File: config.mk
export PLATFORM = sky130hd
export DESIGN_NAME = low_power_mode_controller
export DESIGN_NICKNAME = d
export VERILOG_FILES = /design/src/rtl/lpm_pkg.sv /design/src/rtl/low_power_mode_controller.sv
export SDC_FILE = /design/constraint.sdc
export NUM_CORES = 1
export LEC_CHECK = 0
export BUFFER_PORTS_ARGS = -buffer_cell sky130_fd_sc_hd__buf_2
export CORE_MARGIN = 10
export CORE_UTILIZATION = 46
export DETAILED_ROUTE_END_ITERATION = 10
export HOLD_SLACK_MARGIN = 0.06
export PLACE_DENSITY_LB_ADDON = 0.08
export SLEW_MARGIN = 10
export SYNTH_ARGS = -nofsm -noshare
export SYNTH_HDL_FRONTEND = slang
export SYNTH_SLANG_ARGS = --single-unit
File: constraint.sdc
create_clock -name pclk -period 1.9 [get_ports pclk]
set_clock_uncertainty 0.05 [all_clocks]
set_input_delay 0.285 -clock pclk [delete_from_list [all_inputs] [get_ports pclk]]
set_output_delay 0.285 -clock pclk [all_outputs]
set_load 0.005 [all_outputs]
File: src/rtl/lpm_pkg.sv
// Purpose: constants and types for the low-power mode controller
// Assumes: apb register map, 32-bit data
// Notes:   offsets are byte addresses
package lpm_pkg;

  // ---------------------------------------------------------------
  // register offsets
  // ---------------------------------------------------------------
  localparam logic [7:0] SYSTEM_CONTROL_TWO_OFF = 8'h00;
  localparam logic [7:0] TIME_BASE_CONTROL_OFF  = 8'h04;
  localparam logic [7:0] IRQ_ENABLE_OFF         = 8'h08;
  localparam logic [7:0] IRQ_PENDING_OFF        = 8'h0C;
  localparam logic [7:0] STATUS_OFF             = 8'h10;

  // ---------------------------------------------------------------
  // system_control_two, time base control and interrupt register field positions
  // ---------------------------------------------------------------
  localparam int HF_OSC_EN_BIT   = 7;
  localparam int LF_OSC_EN_BIT   = 6;
  localparam int CLK_SEL_BIT     = 5;
  localparam int CPU_HALT_BIT    = 4;
  localparam int TG_HALT_BIT     = 2;
  localparam int TBT_EN_BIT      = 7;
  localparam int GIE_BIT         = 31;
  localparam int TBT_IRQ_BIT     = 6;

  // ---------------------------------------------------------------
  // reset values and counts
  // ---------------------------------------------------------------
  localparam logic       HF_OSC_EN_RST = 1'b1;
  localparam logic       LF_OSC_EN_RST = 1'b0;
  localparam logic       CLK_SEL_RST   = 1'b0;
  localparam logic [2:0] TBT_SEL_RST   = 3'h0;
  localparam logic [2:0] PC_ADVANCE    = 3'h2;
  localparam int         PC_W          = 16;

  typedef enum logic [2:0] {
    MODE_HF_RUN,
    MODE_DUAL_FAST,
    MODE_LF_RUN,
    MODE_LF_DUAL
  } run_mode_t;

  typedef enum logic [1:0] {
    ST_RUN,
    ST_CPU_HALT,
    ST_TG_HALT
  } halt_state_t;

  typedef struct packed {
    logic [PC_W-1:0] pc;
    logic            halt_instr;
  } cpu_fetch_t;

endpackage

File: src/rtl/low_power_mode_controller.sv
// Purpose: low-power mode sequencing, halt wake-up and main clock switching
// Assumes: pclk is the selected main clock; halt request writes come over apb
// Notes:   cpu, watchdog and peripheral clocks are gated through enable outputs
//
// Our own choices: register access over APB and the placing of the registers.
`timescale 1ns/1ps

module low_power_mode_controller
  import lpm_pkg::*;
#(
  parameter int N_IRQ = 8
) (
  input  wire logic             pclk,
  input  wire logic             presetn,
  input  wire logic             clk_en,
  input  wire logic             psel,
  input  wire logic             penable,
  input  wire logic             pwrite,
  input  wire logic [7:0]       paddr,
  input  wire logic [31:0]      pwdata,
  output logic      [31:0]      prdata,
  output logic                  pready,
  output logic                  pslverr,
  input  wire logic [N_IRQ-1:0] irq_event,
  input  wire logic             wdt_irq,
  input  wire logic [7:0]       tbt_sources,
  input  wire logic [PC_W-1:0]  entry_pc,
  output logic      [PC_W-1:0]  resume_pc,
  output logic                  cpu_clk_en,
  output logic                  wdt_clk_en,
  output logic                  periph_clk_en,
  output logic                  tbt_clk_en,
  output logic                  hold_state,
  output logic                  vector_req,
  output logic [N_IRQ-1:0]      vector_src,
  output logic                  hf_osc_on,
  output logic                  lf_osc_on,
  output logic                  main_clk_low,
  output logic                  sys_reset_req
);

  // ---------------------------------------------------------------
  // state and registers
  // ---------------------------------------------------------------
  halt_state_t      state_reg;
  logic             hf_en_reg;
  logic             lf_en_reg;
  logic             clk_sel_reg;
  logic             cpu_halt_reg;
  logic             tg_halt_reg;
  logic             tbt_en_reg;
  logic [2:0]       tbt_sel_reg;
  logic             gie_reg;
  logic [N_IRQ-1:0] ie_reg;
  logic [N_IRQ-1:0] il_reg;
  logic [PC_W-1:0]  pc_reg;
  logic             vec_reg;
  logic [N_IRQ-1:0] vsrc_reg;
  logic             rst_req_reg;
  logic [7:0]       tbt_s1;
  logic [7:0]       tbt_s2;
  logic             tbt_prev;
  logic [N_IRQ-1:0] irq_s1;
  logic [N_IRQ-1:0] irq_s2;
  logic             wdt_s1;
  logic             wdt_s2;

  logic             wr;
  logic             tbt_fall;
  logic [N_IRQ-1:0] wake_src;
  logic             product;
  logic [31:0]      rdata_next;

  function automatic logic hit(input logic [7:0] a, input logic [7:0] off);
    return a == off;
  endfunction

  assign wr = psel && penable && pwrite && clk_en;
  assign pready  = 1'b1;
  assign pslverr = 1'b0;

  // ---------------------------------------------------------------
  // input synchronisers and time base edge
  // ---------------------------------------------------------------
  always_ff @(posedge pclk or negedge presetn) begin
    if (!presetn) begin
      tbt_s1   <= 8'h00;
      tbt_s2   <= 8'h00;
      tbt_prev <= 1'b0;
      irq_s1   <= '0;
      irq_s2   <= '0;
      wdt_s1   <= 1'b0;
      wdt_s2   <= 1'b0;
    end else if (clk_en) begin
      tbt_s1   <= tbt_sources;
      tbt_s2   <= tbt_s1;
      tbt_prev <= tbt_s2[tbt_sel_reg];
      irq_s1   <= irq_event;
      irq_s2   <= irq_s1;
      wdt_s1   <= wdt_irq;
      wdt_s2   <= wdt_s1;
    end
  end

  // edge seen regardless of the counter phase
  assign tbt_fall = tbt_prev && !tbt_s2[tbt_sel_reg];
  assign wake_src = ie_reg & (il_reg | irq_s2);
  assign product  = gie_reg && ie_reg[TBT_IRQ_BIT] && tbt_en_reg;

  // ---------------------------------------------------------------
  // halt state machine
  // ---------------------------------------------------------------
  always_ff @(posedge pclk or negedge presetn) begin
    if (!presetn) begin
      state_reg <= ST_RUN;
    end else if (clk_en) begin
      unique case (state_reg)
        ST_RUN: begin
          if (wr && hit(paddr, SYSTEM_CONTROL_TWO_OFF) && !wdt_s2) begin
            if (pwdata[CPU_HALT_BIT]) begin
              state_reg <= ST_CPU_HALT;
            end else if (pwdata[TG_HALT_BIT]) begin
              state_reg <= ST_TG_HALT;
            end
          end
        end
        ST_CPU_HALT: begin
          if (|wake_src) begin
            state_reg <= ST_RUN;
          end
        end
        ST_TG_HALT: begin
          if (tbt_fall) begin
            state_reg <= ST_RUN;
          end
        end
      endcase
    end
  end

  // ---------------------------------------------------------------
  // system control bits
  // ---------------------------------------------------------------
  always_ff @(posedge pclk or negedge presetn) begin
    if (!presetn) begin
      hf_en_reg    <= HF_OSC_EN_RST;
      lf_en_reg    <= LF_OSC_EN_RST;
      clk_sel_reg  <= CLK_SEL_RST;
      cpu_halt_reg <= 1'b0;
      tg_halt_reg  <= 1'b0;
    end else if (clk_en) begin
      if (wr && hit(paddr, SYSTEM_CONTROL_TWO_OFF) && state_reg == ST_RUN) begin
        hf_en_reg    <= pwdata[HF_OSC_EN_BIT];
        lf_en_reg    <= pwdata[LF_OSC_EN_BIT];
        clk_sel_reg  <= pwdata[CLK_SEL_BIT];
        cpu_halt_reg <= pwdata[CPU_HALT_BIT] && !wdt_s2;
        tg_halt_reg  <= pwdata[TG_HALT_BIT] && !pwdata[CPU_HALT_BIT] && !wdt_s2;
      end
      if (state_reg == ST_CPU_HALT && |wake_src) begin
        cpu_halt_reg <= 1'b0;
      end
      if (state_reg == ST_TG_HALT && tbt_fall) begin
        tg_halt_reg <= 1'b0;
      end
    end
  end

  // illegal oscillator combination asks for a system reset
  always_ff @(posedge pclk or negedge presetn) begin
    if (!presetn) begin
      rst_req_reg <= 1'b0;
    end else if (clk_en) begin
      rst_req_reg <= (!hf_en_reg && !lf_en_reg) || (!hf_en_reg && !clk_sel_reg) ||
                     (!lf_en_reg && clk_sel_reg);
    end
  end

  // ---------------------------------------------------------------
  // time base control and interrupt flags
  // ---------------------------------------------------------------
  always_ff @(posedge pclk or negedge presetn) begin
    if (!presetn) begin
      tbt_en_reg  <= 1'b0;
      tbt_sel_reg <= TBT_SEL_RST;
      gie_reg     <= 1'b0;
      ie_reg      <= '0;
    end else if (clk_en) begin
      if (wr && hit(paddr, TIME_BASE_CONTROL_OFF)) begin
        tbt_en_reg  <= pwdata[TBT_EN_BIT];
        tbt_sel_reg <= pwdata[2:0];
      end
      if (wr && hit(paddr, IRQ_ENABLE_OFF)) begin
        gie_reg <= pwdata[GIE_BIT];
        ie_reg  <= pwdata[N_IRQ-1:0];
      end
    end
  end

  // pending latches: hardware set wins over software clear
  always_ff @(posedge pclk or negedge presetn) begin
    if (!presetn) begin
      il_reg <= '0;
    end else if (clk_en) begin
      for (int i = 0; i < N_IRQ; i++) begin
        if (irq_s2[i]) begin
          il_reg[i] <= 1'b1;
        end else if (wr && hit(paddr, IRQ_PENDING_OFF) && !pwdata[i]) begin
          il_reg[i] <= 1'b0;
        end
      end
      if (wr && hit(paddr, SYSTEM_CONTROL_TWO_OFF) && state_reg == ST_RUN &&
          pwdata[TG_HALT_BIT] && !pwdata[CPU_HALT_BIT] && !wdt_s2 && tbt_en_reg) begin
        il_reg[TBT_IRQ_BIT] <= 1'b1;
      end
    end
  end

  // ---------------------------------------------------------------
  // program counter and vector request
  // ---------------------------------------------------------------
  always_ff @(posedge pclk or negedge presetn) begin
    if (!presetn) begin
      pc_reg   <= '0;
      vec_reg  <= 1'b0;
      vsrc_reg <= '0;
    end else if (clk_en) begin
      vec_reg <= 1'b0;
      if (state_reg == ST_RUN && wr && hit(paddr, SYSTEM_CONTROL_TWO_OFF)) begin
        pc_reg <= entry_pc + PC_W'(PC_ADVANCE);
      end
      if (state_reg == ST_CPU_HALT && |wake_src) begin
        vec_reg  <= gie_reg;
        vsrc_reg <= wake_src;
      end
      if (state_reg == ST_TG_HALT && tbt_fall) begin
        vec_reg  <= product;
        vsrc_reg <= N_IRQ'(1) << TBT_IRQ_BIT;
      end
    end
  end

  // ---------------------------------------------------------------
  // read data
  // ---------------------------------------------------------------
  always_comb begin
    rdata_next = 32'h0000_0000;
    if (hit(paddr, SYSTEM_CONTROL_TWO_OFF)) begin
      rdata_next[HF_OSC_EN_BIT] = hf_en_reg;
      rdata_next[LF_OSC_EN_BIT] = lf_en_reg;
      rdata_next[CLK_SEL_BIT]   = clk_sel_reg;
      rdata_next[CPU_HALT_BIT]  = cpu_halt_reg;
      rdata_next[TG_HALT_BIT]   = tg_halt_reg;
    end else if (hit(paddr, TIME_BASE_CONTROL_OFF)) begin
      rdata_next[TBT_EN_BIT] = tbt_en_reg;
      rdata_next[2:0]        = tbt_sel_reg;
    end else if (hit(paddr, IRQ_ENABLE_OFF)) begin
      rdata_next[GIE_BIT]     = gie_reg;
      rdata_next[N_IRQ-1:0]   = ie_reg;
    end else if (hit(paddr, IRQ_PENDING_OFF)) begin
      rdata_next[N_IRQ-1:0] = il_reg;
    end else if (hit(paddr, STATUS_OFF)) begin
      rdata_next[1:0] = state_reg;
      rdata_next[2]   = rst_req_reg;
    end
  end

  always_ff @(posedge pclk or negedge presetn) begin
    if (!presetn) begin
      prdata <= 32'h0000_0000;
    end else if (clk_en && psel && !penable && !pwrite) begin
      prdata <= rdata_next;
    end
  end

  // ---------------------------------------------------------------
  // clock enables and outputs
  // ---------------------------------------------------------------
  assign cpu_clk_en    = state_reg == ST_RUN;
  assign wdt_clk_en    = state_reg == ST_RUN;
  assign periph_clk_en = state_reg != ST_TG_HALT;
  assign tbt_clk_en    = 1'b1;
  assign hold_state    = state_reg != ST_RUN;
  assign resume_pc     = pc_reg;
  assign vector_req    = vec_reg;
  assign vector_src    = vsrc_reg;
  assign hf_osc_on     = hf_en_reg;
  assign lf_osc_on     = lf_en_reg;
  assign main_clk_low  = clk_sel_reg;
  assign sys_reset_req = rst_req_reg;

endmodule // low_power_mode_controller

==> results of run 1 <==
==> kinds of logic (layout without fill, tap and decap cells) <==
kind of cell	after synthesis	count (layout)
AO/OA/AOI/OAI	59	59
multiplexers	82	82
buffers and inverters	55	165
other	2	26
AND/OR/NAND/NOR	87	87
flip-flops	98	98
XOR/XNOR	13	13
adder cells (fa/ha/maj)	4	4
==> worst max path at each step <==
stage	startpoint	endpoint	slack, ps	cells after the start
floorplan	paddr[7]	state_reg[1]$_DFFE_PN0P_	-7	5
global placement	paddr[7]	state_reg[1]$_DFFE_PN0P_	-140	6
detailed placement	tbt_sel_reg[0]$_DFFE_PN0P_	vector_src[0]$_DFFE_PN0P_	-160	5
CTS	state_reg[0]$_DFFE_PN0P_	resume_pc[15]$_DFFE_PN0P_	8	6
global route	tbt_sel_reg[0]$_DFFE_PN0P_	state_reg[1]$_DFFE_PN0P_	-30	5
finish	tbt_sel_reg[0]$_DFFE_PN0P_	state_reg[1]$_DFFE_PN0P_	20	5
==> worst reg2reg max path: cells and delay by family, from the launching register on <==
kind           cells  cell delay (ps)
AO/OA/AOI/OAI      2              270
multiplexers       3              980
flip-flops         1              470
==> cell type report <==
type                    instances  area (sq um)
multi-input cells             271          2060
clock buffers                  12           155
repair buffers                135           831
clock inverters                 4          73.8
fillers                       884          4080
flip-flops and latches         98          2450
inverters                      14          52.6
well taps                     133           166
==> synth_stat cells, types with 2 or more instances <==
| cell type | number |
|---|---|
| dfrtp_1 | 97 |
| mux2_2 | 56 |
| nand2_1 | 31 |
| buf_4 | 28 |
| o21ai_0 | 23 |
| nor2_1 | 17 |
| mux2_1 | 16 |
| inv_1 | 13 |
| nand3_1 | 11 |
| o22ai_1 | 10 |
| mux2i_1 | 9 |
| xnor2_1 | 9 |
| clkbuf_1 | 8 |
| a21oi_1 | 5 |
| a22oi_1 | 5 |
| nand4_1 | 5 |
| ha_1 | 4 |
| nand2b_1 | 4 |
| nor3_1 | 4 |
| xor2_1 | 4 |
| a22o_1 | 3 |
| buf_1 | 3 |
| nor2b_1 | 3 |
| a211o_1 | 2 |
| a31oi_1 | 2 |
| a32o_1 | 2 |
| and3_1 | 2 |
| buf_2 | 2 |
| conb_1 | 2 |
| or3_1 | 2 |
| or4_1 | 2 |
==> power breakdown <==
part / leakage [nW] / switching [mW] / internal, mW / total [mW]
Clock: 0.117 / 0.714 / 0.815 / 1.53
Sequential: 1.22 / 0.135 / 2.28 / 2.42
Combinational: 1.45 / 0.488 / 0.463 / 0.951
Total: 2.78 / 1.34 / 3.56 / 4.90
==> layer usage <==
metal | vias up | track usage
met4 | 0 | 0.0535
met5 | - | 0
li1 | 1624 | -
met3 | 6 | 0.0475
met2 | 97 | 0.247
met1 | 1679 | 0.204
==> repair_timing <==
item                       in CTS  in global routing
hold buffers                    1                  0
hold endpoints to repair       29                  0
buffers inserted                1                  1
setup endpoints to repair      10                 30
cloned                          0                  1
gates resized for setup         4                  7
pin swaps                       1                  2
==> metrics.txt, run 1 <==
vias in the first global route 3,573; PD cells around 850 mW/mm^2; post-synth top area cell dfrtp_1; maximum VDD drop about 550 uV; Design Area, Final 0.00579 sq mm; gr usage total 0.158; Buf/Inv on CP 0; starting density of the core 0.476; placed cells roughly 650; CTS tree done; Post-Synth Simple-Gate Area 0.0953; CTS buffer count 9; Via density roughly 5; RSZ-0062 raised after global routing true; Core ar. between 0.009 and 0.01 sq mm; die footprint around 0.015 sq mm; first-pass GRT wire length 18,600 um; DPL Wire Length 8970 um; destination of the worst hold path resume_pc[1]$_DFFE_PN0P_; final setup fails 0; crit share post-route 0.991; Hold Crit Depth 2; final hold vios 0; highest routed layer met4; crit end category register; Required @ worst endpoint 2110 ps; final WL 11,700 um; synthesized instance count 400; maximum number of pins on one net before global-route repair 36; WL/cell between 15 and 20 um; Setup CP Type register to register; share of cells above drive strength 1 0.414; DRT antenna net count 0; most frequent cells in the layout 96 x dfrtp_1, 96 x buf_2, 56 x mux2_2, 34 x buf_4, 31 x nand2_1; R2R cell count 5; area grow syn2layout 23.2%; final core occ 0.587; initial drt markers approximately 140; xor/xnor share of the synthesized area 0.0242; number of buffers added on ports 97; status finished clean; Critical R2R Capture state_reg[1]$_DFFE_PN0P_; final worst slack around 18 ps; sequential area share after synthesis 0.522; Layout Cells excl Fill 667; Post-synth ARST share 1.00; post-synthesis register bit count about 100; Achievable Freq 531 MHz; flop2flop setup slack between 15 and 20 ps; # DRC 0; crit-path cells mux2i_1 -> mux4_2 -> a21oi_2 -> a2111oi_4 -> mux2_4; CTS root buffer clkbuf_8; max-cap violations 0; initial antenna violation count 0; Area contributors post-synth dfrtp_1 52%, mux2_2 13%, buf_4 4.5%; Compound-Gate Fraction of Synth Area 0.0828; Tmin final 1880 ps; WHS about 82 ps; Met3 Wirelength just over 900 um; Yosys Warn Count 0; post-synth top area share 0.517; total grt overflow 0; post-synthesis cell type count 47; metal2 WL approximately 5400 um; Avg Inst Size Synth about 12 sq um; synthesized area around 0.0047 sq mm; final setup TNS 0 ps; Critical Path Start Type register; via count roughly 3.4k; drt pass-1 iters 4; largest family of logic cells by synthesized area multiplexers; Hold Crit Class input pin to register; met1 wire length 5270 um; worst path arrival time between 2000 and 2500 ps; static leakage power 2.78 nW; CP max FO 6; Final GP Congestion around 0.8; post-synthesis mux area share 0.196; CTS sink cnt around 100; final layout net count between 600 and 700; Ports about 150; Die Wd ~120 um; chip height 121 um; Rows 36; pre-CTS WS -159 ps; max reg flops 16; reg2reg start tbt_sel_reg[0]$_DFFE_PN0P_; clk slew on worst S/H paths roughly 90 ps; max-slew violations 0; Top FF cell, synth dfrtp_1; clock latency on the worst-skew pair 370 ps; CP peak stage delay between 500 and 600 ps; Min-Delay Startpoint entry_pc[1]; clk buf depth 2; Post-Synth Adder-Cell Area 0.0106; H-tree depth 3; Final Power between 4 and 5 mW; Crit-path slowest cell mux4_2; Post-synth EDFFs 0; family with the most delay on the worst path multiplexers; diode count 0; Placement Cell Area approximately 0.0055 sq mm
Power figures use the tool's default switching activity.
==> run 2: changes to the inputs <==
--- a/config.mk
+++ b/config.mk
@@ -11,6 +11,7 @@
 export DETAILED_ROUTE_END_ITERATION = 10
 export HOLD_SLACK_MARGIN = 0.06
 export PLACE_DENSITY_LB_ADDON = 0.08
+export RECOVER_POWER = 25
 export SLEW_MARGIN = 10
 export SYNTH_ARGS = -nofsm -noshare
 export SYNTH_HDL_FRONTEND = slang
==> metrics.txt, run 2 (synthesis results as in run 1) <==
H-tree depth 3; DPL Wire Length approximately 9000 um; CP peak stage delay 540 ps; Required @ worst endpoint roughly 2100 ps; # DRC 0; WL/cell roughly 18 um; RSZ-0062 raised after global routing true; NetSw 1.33 mW; final WL between 10,000 and 15,000 um; Internal 3.56 mW; final layout net count 612; via count approximately 3.4k; max-slew violations 0; share of cells above drive strength 1 0.414; area grow syn2layout 22.6%; met1 wire length slightly above 5000 um; CTS buffer count 9; CTS root buffer clkbuf_8; maximum VDD drop ~550 uV; Final Power roughly 4.9 mW; crit-path cells mux2i_1 -> mux4_2 -> a21oi_2 -> a2111oi_4 -> mux2_4; clk slew on worst S/H paths roughly 90 ps; final hold vios 0; total grt overflow 0; starting density of the core 0.476; Rows 36; Ports 147; clock latency on the worst-skew pair 370 ps; Die Wd roughly 120 um; first-pass GRT wire length ~19,000 um; number of buffers added on ports 97; fillcell total ~900; gr usage total 0.158; drt pass-1 iters 4; status finished clean; Critical Path Start Type register; Flop pwr share 0.495; flop2flop setup slack ~12 ps; crit share post-route 0.994; chip height approximately 120 um; maximum number of pins on one net before global-route repair 36; max-cap violations 0; Tmin final around 1900 ps; Worst Max-Slew Pin Slew between 700 and 800 ps; clk buf depth 2; highest routed layer met4; crit end category register; diode count 0; slew margin rel. 0.469; metal2 WL between 5000 and 6000 um; CTS tree done; Sw Ratio 0.273; Crit-path slowest cell mux4_2; PD cells between 800 and 900 mW/mm^2; CP max FO 6; max reg flops 16; vias in the first global route between 3k and 4k; Via density 5.13; Met3 Wirelength between 900 and 1000 um; Buf/Inv on CP 0; family with the most delay on the worst path multiplexers; worst path arrival time 2100 ps; DRT antenna net count 0; CTS sink cnt between 90 and 100; most frequent cells in the layout 96 x dfrtp_1, 96 x buf_2, 56 x mux2_2, 33 x buf_4, 31 x nand2_1; Clk pwr share 0.313; final core occ 0.584; static leakage power between 2 and 3 nW; Hold Crit Class input pin to register; Logic pwr share 0.193; die footprint 0.0147 sq mm; Setup CP Type register to register; initial drt markers 150; initial antenna violation count 0; Achievable Freq ~530 MHz; Core ar. 0.00986 sq mm; Final GP Congestion 0.822; final setup fails 0
-- run 2: cell types whose count changed in the layout (fill, tap and decap cells not counted) --
cell	before	now
clkbuf_4	0	2
buf_12	3	1
buf_4	34	33
clkbuf_2	0	1
-- run 2: final cells by class --
type	count	area (sq um)	area share
multi-input cells	271	2060	0.357
flip-flops and latches	98	2450	0.426
clock buffers	12	155	0.0269
repair buffers	135	803	0.139
well taps	133	166	0.0289
inverters	14	52.6	0.00912
clock inverters	4	73.8	0.0128
-- run 2: routing by layer --
layer  GRT usage  vias to the layer above
met5           0                        -
met4      0.0535                        0
met3      0.0475                        8
met2       0.247                      107
met1       0.204                     1682
li1            -                     1623
-- run 2: power groups by stage --
stage	clock network (mW)	logic [mW]	registers [mW]
after global routing	1.65	1.05	2.44
after floorplan	0	0.514	2.43
after global placement	0	0.897	2.45
after CTS	1.58	0.938	2.42
after detailed placement	0	0.923	2.46
final	1.53	0.942	2.42
-- run 2: path summary, 6_finish.rpt --
check                                             end  depth (start not counted)                        from
max                          state_reg[1]$_DFFE_PN0P_                          5  tbt_sel_reg[0]$_DFFE_PN0P_
min                          resume_pc[1]$_DFFE_PN0P_                          2                 entry_pc[1]
max reg2reg                  state_reg[1]$_DFFE_PN0P_                          5  tbt_sel_reg[0]$_DFFE_PN0P_
min reg2reg                    prdata[31]$_DFFE_PN0P_                          2      prdata[31]$_DFFE_PN0P_
max in group asynchronous  tbt_sel_reg[0]$_DFFE_PN0P_                          3                     presetn
min in group asynchronous      prdata[31]$_DFFE_PN0P_                          2                     presetn
-- run 2: what timing repair did --
item / in CTS / in global routing
resized for setup: 4 / 7
hold buffers: 1 / 0
endpoints found under the setup margin: 10 / 30
pin swaps: 1 / 2
endpoints found under the hold margin: 29 / 0
gates cloned: 0 / 1
setup buffers: 1 / 1
-- run 2: stage by stage --
stage / cells / hold WS [ps] / TNS [ps] / setup WS, ps / cell area (sq um)
global route: 667 / 72.2 / -37.2 / -33.4 / 5760
CTS: 665 / 68.3 / 0 / 7.77 / 5740
floorplan: 424 / -60.6 / -28.2 / -6.71 / 4790
detailed placement: 647 / 217 / -1630 / -159 / 5480
finish: 667 / 82.2 / 0 / 11.9 / 5760
global placement: 647 / 217 / -460 / -144 / 5480
==> run 3: changes to the inputs <==
--- a/config.mk
+++ b/config.mk
@@ -12,6 +12,7 @@
 export HOLD_SLACK_MARGIN = 0.06
 export PLACE_DENSITY_LB_ADDON = 0.08
 export RECOVER_POWER = 25
+export SETUP_SLACK_MARGIN = 0.15
 export SLEW_MARGIN = 10
 export SYNTH_ARGS = -nofsm -noshare
 export SYNTH_HDL_FRONTEND = slang
==> metrics.txt, run 3 (synthesis results as in run 1) <==
Placement Cell Area between 0.005 and 0.006 sq mm; maximum VDD drop roughly 450 uV; family with the most delay on the worst path multiplexers; WL/cell 17.2 um; crit-path cells mux2i_1 -> mux4_2 -> a21oi_2 -> a2111oi_4 -> mux2_1; Clk pwr share 0.285; CTS root buffer clkbuf_8; H-tree depth 3; Internal 3.50 mW; Sequential Area ~0.0025 sq mm; PD cells 826 mW/mm^2; Buf/Inv on CP 0; Crit-path slowest cell mux4_2; max reg flops 16; most frequent cells in the layout 96 x dfrtp_1, 96 x buf_2, 54 x mux2_2, 34 x buf_4, 31 x nand2_1; CTS sink cnt 98; multi-input logic area about 0.0021 sq mm; max-cap violations 0; max-slew violations 0; number of buffers added on ports slightly below 100; met1 wire length between 5000 and 6000 um; Final GP Congestion roughly 0.8; Via density 5.10; crit end category register; clk slew on worst S/H paths ~90 ps; highest routed layer met4; share of cells above drive strength 1 0.452; final core occ 0.594; metal2 WL about 5100 um; DPL Wire Length slightly below 9000 um; vias in the first global route 3,466; Achievable Freq around 540 MHz; Required @ worst endpoint 2090 ps; final WL roughly 11,000 um; Die Wd 121 um; clock latency on the worst-skew pair roughly 360 ps; initial drt markers around 180; Setup CP Type register to register; Worst Max-Slew Pin Slew approximately 810 ps; Rows 36; CP peak stage delay between 500 and 600 ps; Core ar. just under 0.01 sq mm; clk buf depth 2; final hold vios 0; first-pass GRT wire length between 15,000 and 20,000 um; pre-CTS WS -115 ps; gr usage total 0.155; CTS buffer count 9; flop2flop setup slack ~42 ps; # DRC 0; NetSw around 1.3 mW; area grow syn2layout 24.6%; initial antenna violation count 0; maximum number of pins on one net before global-route repair 45; worst path arrival time ~2100 ps; Sw Ratio 0.278; Final Power 4.84 mW; Hold Crit Class input pin to register; status finished clean; WHS ~100 ps; starting density of the core 0.476; Ports 147; DRT antenna net count 0; via count 3,408; Critical Path Start Type register; Met3 Wirelength about 960 um; Tmin final 1860 ps; chip height 121 um; static leakage power approximately 2.8 nW; crit share post-route 0.978; Flop pwr share 0.500; die footprint roughly 0.015 sq mm; CP max FO 5; total grt overflow 0; Logic pwr share 0.215; slew margin rel. 0.463; drt pass-1 iters 4; CTS tree done; final worst slack around 42 ps; RSZ-0062 raised after global routing true; fillcell total 868; final setup fails 0; diode count 0; final layout net count 614; Design Area, Final 0.00586 sq mm
-- run 3: area by class of cell --
| class | instances | share of cell area |
|---|---|---|
| inverters | 14 | 0.00940 |
| clock inverters | 4 | 0.00876 |
| well taps | 133 | 0.0284 |
| clock buffers | 11 | 0.0258 |
| multi-input cells | 271 | 0.365 |
| repair buffers | 137 | 0.143 |
| flip-flops and latches | 98 | 0.419 |
-- run 3: final timing paths --
kind	start	end	depth (start not counted)
min in group asynchronous	presetn	prdata[3]$_DFFE_PN0P_	2
setup / recovery	tbt_sel_reg[0]$_DFFE_PN0P_	state_reg[1]$_DFFE_PN0P_	5
max in group asynchronous	presetn	tbt_sel_reg[0]$_DFFE_PN0P_	3
hold / removal	entry_pc[1]	resume_pc[1]$_DFFE_PN0P_	2
hold reg to reg	prdata[6]$_DFFE_PN0P_	prdata[6]$_DFFE_PN0P_	2
setup reg to reg	tbt_sel_reg[0]$_DFFE_PN0P_	state_reg[1]$_DFFE_PN0P_	5
-- run 3: per-stage QoR --
stage	std cells	setup TNS, ps
2_1_floorplan	424	0
3_3_place_gp	642	-419
3_5_place_dp	642	-994
4_1_cts	658	0
5_1_grt	668	-42.9
6_report	668	0
-- run 3: layer usage --
layer / GRT usage / vias to the layer above
met4: 0.0520 / 0
met3: 0.0442 / 13
li1: - / 1628
met1: 0.205 / 1659
met5: 0 / -
met2: 0.237 / 108
-- run 3: repair_timing --
action                                  4_1_cts  5_1_grt
hold buffers                                  1        0
endpoints found under the setup margin       30       22
endpoints found under the hold margin        27        0
setup buffers                                 0        9
gates resized for setup                       4       25
pin swaps                                     1        3
cloned                                        0        1
-- run 3: power by group through the flow --
stage	clock, mW	combinational [mW]	sequential (mW)
5_1_grt	1.50	1.16	2.45
4_1_cts	1.41	0.933	2.42
6_report	1.38	1.04	2.42
2_1_floorplan	0	0.553	2.43
3_3_place_gp	0	0.897	2.46
3_5_place_dp	0	0.921	2.46
